[config.mk]
export PLATFORM = sky130hd
export DESIGN_NAME = xdlc_top
export DESIGN_NICKNAME = d
export VERILOG_FILES = /design/src/xdlc_enter_lat.v /design/src/xdlc_modrm_split.v /design/src/xdlc_top.v
export VERILOG_INCLUDE_DIRS = /design/src
export SDC_FILE = /design/constraint.sdc
export NUM_CORES = 1
export LEC_CHECK = 0
export BUFFER_PORTS_ARGS = -buffer_cell sky130_fd_sc_hd__buf_2
export CORE_MARGIN = 4
export CORE_UTILIZATION = 35
export CTS_BUF_LIST = sky130_fd_sc_hd__clkbuf_8
export CTS_CLUSTER_DIAMETER = 60
export DETAILED_ROUTE_END_ITERATION = 10
export SLEW_MARGIN = 25
export SYNTH_ARGS = -nofsm -noshare
export SYNTH_HDL_FRONTEND = slang
export SYNTH_SLANG_ARGS = --single-unit
[constraint.sdc]
create_clock -name CLK -period 5 [get_ports CLK]
set_input_delay 1.25 -clock CLK [delete_from_list [all_inputs] [get_ports CLK]]
set_output_delay 1.25 -clock CLK [all_outputs]
set_load 0.01 [all_outputs]
[src/xdlc_defs.vh]
`ifndef XDLC_DEFS_VH
`define XDLC_DEFS_VH

// ----------------------------------------
// widths
// ----------------------------------------
`define XDLC_BYTE_W        8
`define XDLC_SLOTS         3
`define XDLC_REG_W         3
`define XDLC_LAT_W         8
`define XDLC_NEST_W        5
`define XDLC_CLS_W         4

// ----------------------------------------
// modrm field positions
// ----------------------------------------
`define XDLC_MOD_HI        7
`define XDLC_MOD_LO        6
`define XDLC_MID_HI        5
`define XDLC_MID_LO        3
`define XDLC_LOW_HI        2
`define XDLC_LOW_LO        0
`define XDLC_MOD_REGFORM   2'b11
`define XDLC_OPC_DIR_BIT   1
`define XDLC_REG_ACC       3'h0

// ----------------------------------------
// opcodes and opcode prefixes
// ----------------------------------------
`define XDLC_OP_AAA        8'h37
`define XDLC_OP_AAD        8'hD5
`define XDLC_OP_AAM        8'hD4
`define XDLC_OP_AAS        8'h3F
`define XDLC_OP_GRP1_B     8'h80
`define XDLC_OP_GRP1_V     8'h81
`define XDLC_OP_GRP1_SX    8'h83
`define XDLC_OP_IMUL_V     8'h69
`define XDLC_OP_IMUL_B     8'h6B
`define XDLC_OP_LEA        8'h8D
`define XDLC_OP_NOP        8'h90
`define XDLC_OP_ENTER      8'hC8
`define XDLC_PFX_ADD_RM    6'h00
`define XDLC_PFX_ADC_RM    6'h04
`define XDLC_PFX_SHIFT_D   6'h34
`define XDLC_PFX_ADD_ACC   7'h02
`define XDLC_PFX_ADC_ACC   7'h0A
`define XDLC_PFX_SHIFT_C   7'h60
`define XDLC_PFX_PUSH      5'h0A
`define XDLC_PFX_JCC       4'h7
`define XDLC_MID_ADD       3'h0
`define XDLC_MID_ADC       3'h2

// ----------------------------------------
// instruction classes
// ----------------------------------------
`define XDLC_CL_UNK        4'h0
`define XDLC_CL_ASCII      4'h1
`define XDLC_CL_AAM        4'h2
`define XDLC_CL_ALU_RM     4'h3
`define XDLC_CL_ALU_ACC    4'h4
`define XDLC_CL_GRP1       4'h5
`define XDLC_CL_SHIFT      4'h6
`define XDLC_CL_MUL        4'h7
`define XDLC_CL_LEA        4'h8
`define XDLC_CL_PUSH       4'h9
`define XDLC_CL_ENTER      4'hA
`define XDLC_CL_NOP        4'hB
`define XDLC_CL_JCC        4'hC

// ----------------------------------------
// latencies in clocks
// ----------------------------------------
`define XDLC_LAT_NONE      8'h00
`define XDLC_LAT_ONE       8'h01
`define XDLC_LAT_ASCII     8'h06
`define XDLC_LAT_AAM       8'h10
`define XDLC_LAT_ALU_REG   8'h01
`define XDLC_LAT_ALU_MEM   8'h04
`define XDLC_LAT_ACC       8'h01
`define XDLC_LAT_LOAD      8'h03
`define XDLC_LAT_SHIFT     8'h01
`define XDLC_LAT_MUL_LO    8'h03
`define XDLC_LAT_MUL_HI    8'h04
`define XDLC_LAT_LEA16     8'h03
`define XDLC_LAT_LEA32     8'h02
`define XDLC_LAT_PUSH      8'h03
`define XDLC_LAT_ENTER0    8'h0D
`define XDLC_LAT_ENTER1    8'h11
`define XDLC_LAT_ENT_BASE  8'h14
`define XDLC_LAT_ENT_STEP  8'h03
`define XDLC_LAT_JCC       8'h01
`define XDLC_LAT_NOP       8'h00
`define XDLC_NEST_ZERO     5'h00
`define XDLC_NEST_ONE      5'h01

`endif

[src/xdlc_enter_lat.v]
`timescale 1ns/100ps
`include "xdlc_defs.vh"

module xdlc_enter_lat (
	input  wire [4:0] nest,
	output reg  [7:0] latency
);

	// ----------------------------------------
	// frame entry latency by nesting level
	// ----------------------------------------
	// levels 0 and 1 are tabled, deeper levels follow the linear rule
	always @* begin
		if (nest == `XDLC_NEST_ZERO) begin
			latency = `XDLC_LAT_ENTER0;
		end else if (nest == `XDLC_NEST_ONE) begin
			latency = `XDLC_LAT_ENTER1;
		end else begin
			latency = `XDLC_LAT_ENT_BASE + ({3'h0, nest} * `XDLC_LAT_ENT_STEP);
		end
	end

endmodule

[src/xdlc_modrm_split.v]
`timescale 1ns/100ps
`include "xdlc_defs.vh"

module xdlc_modrm_split (
	input  wire [7:0] modrm,
	input  wire [7:0] opcode,
	input  wire       uses_modrm,
	input  wire       fix_acc,
	input  wire       fix_opc,
	output reg  [2:0] mid_reg,
	output reg  [2:0] low_reg,
	output reg        mem_form
);

	// ----------------------------------------
	// field extraction
	// ----------------------------------------
	// opcode-fixed registers override the middle field
	always @* begin
		if (fix_acc) begin
			mid_reg = `XDLC_REG_ACC;
		end else if (fix_opc) begin
			mid_reg = opcode[`XDLC_LOW_HI:`XDLC_LOW_LO];
		end else begin
			mid_reg = modrm[`XDLC_MID_HI:`XDLC_MID_LO];
		end
		low_reg = modrm[`XDLC_LOW_HI:`XDLC_LOW_LO];
		// only 11b is register form; no modrm means no memory access
		mem_form = uses_modrm &&
			(modrm[`XDLC_MOD_HI:`XDLC_MOD_LO] != `XDLC_MOD_REGFORM);
	end

endmodule

[src/xdlc_top.v]
`timescale 1ns/100ps
`include "xdlc_defs.vh"

module xdlc_top (
	input  wire        CLK,
	input  wire        RST,
	input  wire [2:0]  IN_VALID,
	input  wire [23:0] IN_OPCODE,
	input  wire [23:0] IN_MODRM,
	input  wire [2:0]  IN_OPSIZE32,
	input  wire [14:0] IN_NEST,
	output reg  [2:0]  OUT_VALID,
	output reg  [2:0]  OUT_UNCLASS,
	output reg  [2:0]  OUT_MICRO,
	output reg  [2:0]  OUT_LAT_VALID,
	output reg  [23:0] OUT_LATENCY,
	output reg  [23:0] OUT_HI_LATENCY,
	output reg  [2:0]  OUT_SP_UPDATE,
	output reg  [23:0] OUT_SP_LATENCY,
	output reg  [2:0]  OUT_MEM_FORM,
	output reg  [8:0]  OUT_MID_REG,
	output reg  [8:0]  OUT_LOW_REG,
	output reg  [2:0]  OUT_DEST_MID,
	output reg  [2:0]  OUT_NOP,
	output reg  [2:0]  OUT_EXEC_USE
);

	// ----------------------------------------
	// opcode classification
	// ----------------------------------------
	// shared by all three slots, so one copy of the decode table
	function [3:0] classify;
		input [7:0] opc;
		input [2:0] mid;
		begin
			if (opc == `XDLC_OP_AAA || opc == `XDLC_OP_AAD || opc == `XDLC_OP_AAS) begin
				classify = `XDLC_CL_ASCII;
			end else if (opc == `XDLC_OP_AAM) begin
				classify = `XDLC_CL_AAM;
			end else if (opc[7:2] == `XDLC_PFX_ADD_RM || opc[7:2] == `XDLC_PFX_ADC_RM) begin
				classify = `XDLC_CL_ALU_RM;
			end else if (opc[7:1] == `XDLC_PFX_ADD_ACC || opc[7:1] == `XDLC_PFX_ADC_ACC) begin
				classify = `XDLC_CL_ALU_ACC;
			end else if ((opc == `XDLC_OP_GRP1_B || opc == `XDLC_OP_GRP1_V ||
				opc == `XDLC_OP_GRP1_SX) &&
				(mid == `XDLC_MID_ADD || mid == `XDLC_MID_ADC)) begin
				classify = `XDLC_CL_GRP1;
			end else if (opc[7:1] == `XDLC_PFX_SHIFT_C || opc[7:2] == `XDLC_PFX_SHIFT_D) begin
				classify = `XDLC_CL_SHIFT;
			end else if (opc == `XDLC_OP_IMUL_V || opc == `XDLC_OP_IMUL_B) begin
				classify = `XDLC_CL_MUL;
			end else if (opc == `XDLC_OP_LEA) begin
				classify = `XDLC_CL_LEA;
			end else if (opc[7:3] == `XDLC_PFX_PUSH) begin
				classify = `XDLC_CL_PUSH;
			end else if (opc == `XDLC_OP_ENTER) begin
				classify = `XDLC_CL_ENTER;
			end else if (opc == `XDLC_OP_NOP) begin
				classify = `XDLC_CL_NOP;
			end else if (opc[7:4] == `XDLC_PFX_JCC) begin
				classify = `XDLC_CL_JCC;
			end else begin
				classify = `XDLC_CL_UNK;
			end
		end
	endfunction

	// ----------------------------------------
	// next values for all slots
	// ----------------------------------------
	// packed like the ports, slot 0 in the low bits
	wire [2:0]  next_unclass;
	wire [2:0]  next_micro;
	wire [2:0]  next_lat_valid;
	wire [23:0] next_latency;
	wire [23:0] next_hi_latency;
	wire [2:0]  next_sp_update;
	wire [23:0] next_sp_latency;
	wire [2:0]  next_mem_form;
	wire [8:0]  next_mid_reg;
	wire [8:0]  next_low_reg;
	wire [2:0]  next_dest_mid;
	wire [2:0]  next_nop;
	wire [2:0]  next_exec_use;

	// slot index for the decoder loop
	genvar g;

	// ----------------------------------------
	// per-slot decoders
	// ----------------------------------------
	// no slot depends on another, so all three finish in one clock
	generate
		for (g = 0; g < `XDLC_SLOTS; g = g + 1) begin : slot
			// this slot's share of the packed inputs
			wire [7:0] opc = IN_OPCODE[g*`XDLC_BYTE_W +: `XDLC_BYTE_W];
			wire [7:0] mrm = IN_MODRM[g*`XDLC_BYTE_W +: `XDLC_BYTE_W];
			wire [4:0] nst = IN_NEST[g*`XDLC_NEST_W +: `XDLC_NEST_W];
			wire       sz32 = IN_OPSIZE32[g];
			// one class per slot, picks path and latency
			wire [3:0] cls = classify(opc, mrm[`XDLC_MID_HI:`XDLC_MID_LO]);
			// decode results, settled within the cycle
			wire       uses_mrm;
			wire [2:0] mid_r;
			wire [2:0] low_r;
			wire       mem;
			wire [7:0] ent_lat;
			reg        micro;
			reg        lat_ok;
			reg  [7:0] lat;
			reg  [7:0] hi_lat;
			reg        sp_up;
			reg        dst_mid;
			reg        is_nop;

			// modrm is only present for register/memory operand forms
			assign uses_mrm = (cls == `XDLC_CL_ALU_RM) || (cls == `XDLC_CL_GRP1) ||
				(cls == `XDLC_CL_SHIFT) || (cls == `XDLC_CL_MUL) ||
				(cls == `XDLC_CL_LEA);

			// register numbers and operand form of this slot
			xdlc_modrm_split u_split (
				.modrm      (mrm),
				.opcode     (opc),
				.uses_modrm (uses_mrm),
				.fix_acc    (cls == `XDLC_CL_ALU_ACC),
				.fix_opc    (cls == `XDLC_CL_PUSH),
				.mid_reg    (mid_r),
				.low_reg    (low_r),
				.mem_form   (mem)
			);

			// frame entry cost, read only by the frame entry class
			xdlc_enter_lat u_enter (
				.nest    (nst),
				.latency (ent_lat)
			);

			// path and latency selection per class
			always @* begin
				micro   = 1'b0;
				lat_ok  = 1'b1;
				lat     = `XDLC_LAT_NONE;
				hi_lat  = `XDLC_LAT_NONE;
				sp_up   = 1'b0;
				dst_mid = 1'b0;
				is_nop  = 1'b0;
				case (cls)
					// adjust forms run from microcode
					`XDLC_CL_ASCII: begin
						micro = 1'b1;
						lat   = `XDLC_LAT_ASCII;
					end
					`XDLC_CL_AAM: begin
						micro = 1'b1;
						lat   = `XDLC_LAT_AAM;
					end
					// single-operation arithmetic
					`XDLC_CL_ALU_RM: begin
						// bit 1 set means the middle-field register is written
						dst_mid = opc[`XDLC_OPC_DIR_BIT];
						lat = mem ? `XDLC_LAT_ALU_MEM : `XDLC_LAT_ALU_REG;
					end
					`XDLC_CL_ALU_ACC: begin
						dst_mid = 1'b1;
						lat     = `XDLC_LAT_ACC;
					end
					`XDLC_CL_GRP1: begin
						lat = mem ? `XDLC_LAT_ALU_MEM : `XDLC_LAT_ALU_REG;
					end
					`XDLC_CL_SHIFT: begin
						// count operand is never looked at
						lat = mem ? (`XDLC_LAT_SHIFT + `XDLC_LAT_LOAD)
							: `XDLC_LAT_SHIFT;
					end
					`XDLC_CL_MUL: begin
						dst_mid = 1'b1;
						lat     = mem ? (`XDLC_LAT_MUL_LO + `XDLC_LAT_LOAD)
							: `XDLC_LAT_MUL_LO;
						hi_lat  = mem ? (`XDLC_LAT_MUL_HI + `XDLC_LAT_LOAD)
							: `XDLC_LAT_MUL_HI;
					end
					`XDLC_CL_LEA: begin
						dst_mid = 1'b1;
						// narrow destination needs an extra merge step
						lat = sz32 ? `XDLC_LAT_LEA32 : `XDLC_LAT_LEA16;
					end
					// stores that also move the stack pointer
					`XDLC_CL_PUSH: begin
						sp_up = 1'b1;
						lat   = `XDLC_LAT_PUSH;
					end
					`XDLC_CL_ENTER: begin
						micro = 1'b1;
						sp_up = 1'b1;
						lat   = ent_lat;
					end
					`XDLC_CL_NOP: begin
						is_nop = 1'b1;
						lat    = `XDLC_LAT_NOP;
					end
					`XDLC_CL_JCC: begin
						// mispredict cost is the scheduler's concern
						lat = `XDLC_LAT_JCC;
					end
					default: begin
						lat_ok = 1'b0;
						lat    = `XDLC_LAT_NONE;
					end
				endcase
				// only multiply splits its result; other classes finish at once
				if (cls != `XDLC_CL_MUL) begin
					hi_lat = lat;
				end
			end

			// ----------------------------------------
			// slot results onto the packed next buses
			// ----------------------------------------
			// path and class flags
			assign next_unclass[g]   = (cls == `XDLC_CL_UNK);
			assign next_micro[g]     = micro;
			assign next_lat_valid[g] = lat_ok;

			// latency fields, ungated: the flags say whether to trust them
			assign next_latency[g*`XDLC_LAT_W +: `XDLC_LAT_W]    = lat;
			assign next_hi_latency[g*`XDLC_LAT_W +: `XDLC_LAT_W] = hi_lat;
			assign next_sp_update[g] = sp_up;
			// stack pointer result arrives one clock before the full latency
			assign next_sp_latency[g*`XDLC_LAT_W +: `XDLC_LAT_W] =
				sp_up ? (lat - `XDLC_LAT_ONE) : `XDLC_LAT_NONE;

			// operand form and register numbers
			assign next_mem_form[g]  = mem;
			assign next_mid_reg[g*`XDLC_REG_W +: `XDLC_REG_W] = mid_r;
			assign next_low_reg[g*`XDLC_REG_W +: `XDLC_REG_W] = low_r;

			// destination side and resource use
			assign next_dest_mid[g]  = dst_mid;
			assign next_nop[g]       = is_nop;
			// no-ops and unknowns claim no execution unit
			assign next_exec_use[g]  = lat_ok & ~is_nop;
		end
	endgenerate

	// ----------------------------------------
	// output register
	// ----------------------------------------
	// every flag is gated by its slot valid so a stale flag never looks live; the latency and register fields are not
	always @(posedge CLK) begin
		if (RST) begin
			OUT_VALID      <= 3'h0;
			OUT_UNCLASS    <= 3'h0;
			OUT_MICRO      <= 3'h0;
			OUT_LAT_VALID  <= 3'h0;
			// fields too, so nothing reads unknown after reset
			OUT_LATENCY    <= 24'h00_0000;
			OUT_HI_LATENCY <= 24'h00_0000;
			OUT_SP_UPDATE  <= 3'h0;
			OUT_SP_LATENCY <= 24'h00_0000;
			OUT_MEM_FORM   <= 3'h0;
			OUT_MID_REG    <= 9'h000;
			OUT_LOW_REG    <= 9'h000;
			OUT_DEST_MID   <= 3'h0;
			OUT_NOP        <= 3'h0;
			OUT_EXEC_USE   <= 3'h0;
		end else begin
			OUT_VALID      <= IN_VALID;
			OUT_UNCLASS    <= next_unclass & IN_VALID;
			OUT_MICRO      <= next_micro & IN_VALID;
			OUT_LAT_VALID  <= next_lat_valid & IN_VALID;
			// fields pass ungated; cheaper than gating every bit
			OUT_LATENCY    <= next_latency;
			OUT_HI_LATENCY <= next_hi_latency;
			OUT_SP_UPDATE  <= next_sp_update & IN_VALID;
			OUT_SP_LATENCY <= next_sp_latency;
			OUT_MEM_FORM   <= next_mem_form & IN_VALID;
			OUT_MID_REG    <= next_mid_reg;
			OUT_LOW_REG    <= next_low_reg;
			OUT_DEST_MID   <= next_dest_mid & IN_VALID;
			OUT_NOP        <= next_nop & IN_VALID;
			OUT_EXEC_USE   <= next_exec_use & IN_VALID;
		end
	end

endmodule

==> results.py <==
metrics = {
    "clock_network": {
        "cts_made_buffers": 9,
        "cts_buffer_depth": 2,
        "htreeDepth": 3,
        "cts_tree": "yes",
        "cts_setup_buffers": 0,
        "path_clk_slew_ns": 0.11,
        "cts_root_buffer": "clkbuf_8",
        "postCtsHoldBufs": 0,
        "ctsResizeCount": 0,
        "clkSinkCount": 111,
    },
    "routing": {
        "first_pass_iters": 5,
        "drc": 0,
        "wl_per_cell_um": 14.99,
        "vias": 5146,
        "first_iter_violations": 380,
        "routed_via_density": 5.030,
        "antenna_left": 0,
        "drt_wl_total_mm": 15.33,
    },
    "die": {
        "ioPinCount": 188,
        "initial_core_util_pct": 36.31,
        "coreArea_sq_um": 15430,
        "die_height_um": 134.5,
        "num_rows": 45,
        "die_area_sq_um": 18090,
        "die_w_um": 134.5,
    },
    "place": {
        "place_area_sq_um": 6675,
        "gp_congestion": 0.8608,
        "place_hpwl_mm": 12.26,
        "numPortBuffers": 181,
    },
    "global_routing": {
        "grt_pass1_wl_mm": 24.22,
        "grt_pass1_vias": 4863,
        "use_met1_pct": 21.20,
        "grt-busiest-layer": "met2",
        "grt_use_total_pct": 16.65,
        "met3_usage_pct": 2.906,
        "antenna_found_initial": 0,
        "use_met2_pct": 27.93,
        "overflow": 0,
        "grt_max_degree": 28,
    },
    "logic_synthesis": {
        "syn-cell-area_sq_um": 5602,
        "synth_flop_cell": "dfxtp_1",
        "synth_area_per_cell_sq_um": 8.808,
        "ys_seq_elements": 111,
        "synth-seq-area-share_pct": 39.67,
        "synth-edff-count": 0,
        "netlist_instances": 636,
        "ys_async_sr_fraction_pct": 0,
        "ys_types": 74,
        "yosys_warnings": 0,
    },
    "final_layout": {
        "drive_above_1_share_pct": 27.83,
        "syn2layout_area_growth_pct": 22.63,
        "final_area_sq_um": 6869,
        "finalNetCount": 918,
        "diodes": 0,
    },
    "hold_path": {
        "hold_path.class": "in -> reg",
    },
    "power": {
        "power_density_nw_per_um2": 252.8,
        "peakVddDrop_mv": 0.1092,
        "p_leak_uw": 0.003402,
    },
    "job": {
        "maxCapViolations": 0,
    },
    "sta": {
        "maxSlewViolCount": 0,
        "max_slew_margin_pct": 42.60,
        "finalCriticalPeriod_ns": 3.968,
        "tightest_slew_ns": 0.8531,
        "fmax_mhz": 252.0,
        "rsz0062_at_grt": "false",
        "hold_violations": 0,
        "period_share_pct": 79.36,
        "setup_tns_ns": 0,
        "finalSetupViolations": 0,
    },
    "setup_path": {
        "required_ns": 5.34,
        "crit_type": "in -> reg",
        "worstSetupEndpointType": "register",
        "critPathLaunchType": "primary input",
        "crit_fanout": 13,
        "arrival_ns": 4.31,
    },
    "status": {
        "run_status": "completed",
    },
}
-- Yosys cell counts (all sizes together), types with 4 or more instances --
cell type | n | area, sq um
a21oi | 25 | 125.1
nor4 | 10 | 62.56
o211ai | 4 | 30.03
nand2 | 41 | 153.9
o21bai | 4 | 30.03
o21a | 4 | 30.03
nor2 | 77 | 291.5
and2 | 13 | 81.33
or2 | 8 | 50.05
nor2b | 21 | 131.4
dfxtp | 111 | 2222
nor3b | 6 | 45.04
buf | 14 | 92.58
nor4bb | 4 | 40.04
nor3 | 18 | 106.4
o21ai | 23 | 115.1
nand3b | 7 | 52.55
a31o | 4 | 35.03
nand2b | 14 | 87.58
clkbuf | 16 | 60.06
nand3 | 9 | 45.04
inv | 39 | 146.4
a21o | 12 | 90.09
a2bb2oi | 5 | 43.79
a31oi | 4 | 25.02
nand4 | 6 | 37.54
a211oi | 6 | 45.04
ha | 36 | 450.4
or3 | 6 | 37.54
xnor2 | 9 | 78.83
or4 | 6 | 48.80
mux2i | 12 | 120.1
nor4b | 5 | 43.79
-- critical path: stages --
cell	delay (ns)
buf_2	0.23
or3_1	0.18
nor2_2	0.09
or4_4	0.57
nor3_2	0.36
a211o_1	0.27
o21a_1	0.22
ha_1	0.20
o21ai_0	0.12
a211oi_1	0.18
o21ai_0	0.14
or4_1	0.41
nand2_1	0.07
-- area by class of cell --
| class | instances | area (sq um) |
|---|---|---|
| fill | 1617 | 8558 |
| tap | 211 | 264.0 |
| multi-input combinational | 461 | 3099 |
| inverter | 39 | 146.4 |
| sequential | 111 | 2222 |
| clock inverter | 6 | 70.07 |
| clock buffer | 9 | 123.9 |
| timing repair buffer | 186 | 943.4 |
-- metal layers --
| metal | up-vias | routed length [um] |
|---|---|---|
| li1 | 2560 | - |
| met1 | 2383 | 6862 |
| met2 | 181 | 7231 |
| met3 | 22 | 865 |
| met4 | 0 | 373 |
| met5 | - | 0 |
-- sequential cells by signal, indices dropped and copies added (netlist names) --
name	cells
OUT_LAT_VALID	3
OUT_MID_REG	9
OUT_VALID	3
OUT_EXEC_USE	3
OUT_DEST_MID	3
OUT_HI_LATENCY	21
OUT_MEM_FORM	3
OUT_SP_UPDATE	3
OUT_LOW_REG	9
OUT_NOP	3
OUT_UNCLASS	3
OUT_LATENCY	21
OUT_SP_LATENCY	24
OUT_MICRO	3
-- metrics by stage --
stage,worst slack (ns),instances,total power [uW],hold slack (ns),utilization (%)
after floorplan,0.8394,641,1116,1.361,-
after global placement,0.7430,1008,1213,1.457,43.27
after detailed placement,0.6921,1008,1214,1.466,43.27
after CTS,1.105,1023,1760,1.044,44.53
after global routing,0.7790,1023,1826,1.049,44.53
final,1.032,1023,1736,1.069,44.53
-- path summary, 6_finish.rpt --
path	start	slack, ns	end	depth (start not counted)
max	IN_OPCODE[13]	1.03	OUT_SP_LATENCY[14]	13
min	IN_MODRM[8]	1.07	OUT_LOW_REG[3]	2
-- layout by cell type (no fill, tap or decap), types with 4 or more instances in the layout --
| cell type | synthesis | routed |
|---|---|---|
| or4_1 | 5 | 5 |
| dfxtp_1 | 111 | 111 |
| a211oi_1 | 6 | 6 |
| a2bb2oi_1 | 5 | 5 |
| a21o_1 | 12 | 12 |
| xnor2_1 | 9 | 9 |
| nor4_1 | 10 | 10 |
| nand3b_1 | 7 | 7 |
| o21bai_1 | 4 | 4 |
| a31oi_1 | 4 | 4 |
| nand2_1 | 41 | 41 |
| clkbuf_8 | 0 | 9 |
| o21a_1 | 4 | 4 |
| nor4b_1 | 5 | 5 |
| or3_1 | 6 | 6 |
| mux2i_1 | 12 | 12 |
| nand2b_1 | 14 | 14 |
| nor2b_1 | 21 | 21 |
| o211ai_1 | 4 | 4 |
| nor3b_1 | 6 | 6 |
| inv_1 | 39 | 40 |
| or2_2 | 8 | 8 |
| buf_2 | 2 | 181 |
| nand4_1 | 6 | 6 |
| and2_1 | 13 | 13 |
| conb_1 | 1 | 6 |
| nor4bb_1 | 4 | 4 |
| a21oi_1 | 25 | 25 |
| o21ai_0 | 23 | 23 |
| ha_1 | 36 | 36 |
| nor3_1 | 16 | 16 |
| a31o_2 | 4 | 4 |
| buf_4 | 6 | 5 |
| nand3_1 | 9 | 9 |
| nor2_1 | 76 | 76 |
-- logic make-up after synthesis --
logic type               after synthesis  share of synthesized area [%]
other                                  1                        0.06694
adder cells (fa/ha/maj)               39                          9.113
AO/OA/AOI/OAI                        121                          14.92
flip-flops                           111                          39.67
buffers and inverters                 69                          5.338
XOR/XNOR                              10                          1.564
multiplexers                          15                          2.747
AND/OR/NAND/NOR                      270                          26.58
-- power by group --
group / internal [uW] / switching (uW)
combinational: 121 / 164
clock: 233 / 310
sequential: 903 / 4.50
total: 1260 / 479
Note: power is estimated with default switching activity, not from simulation.
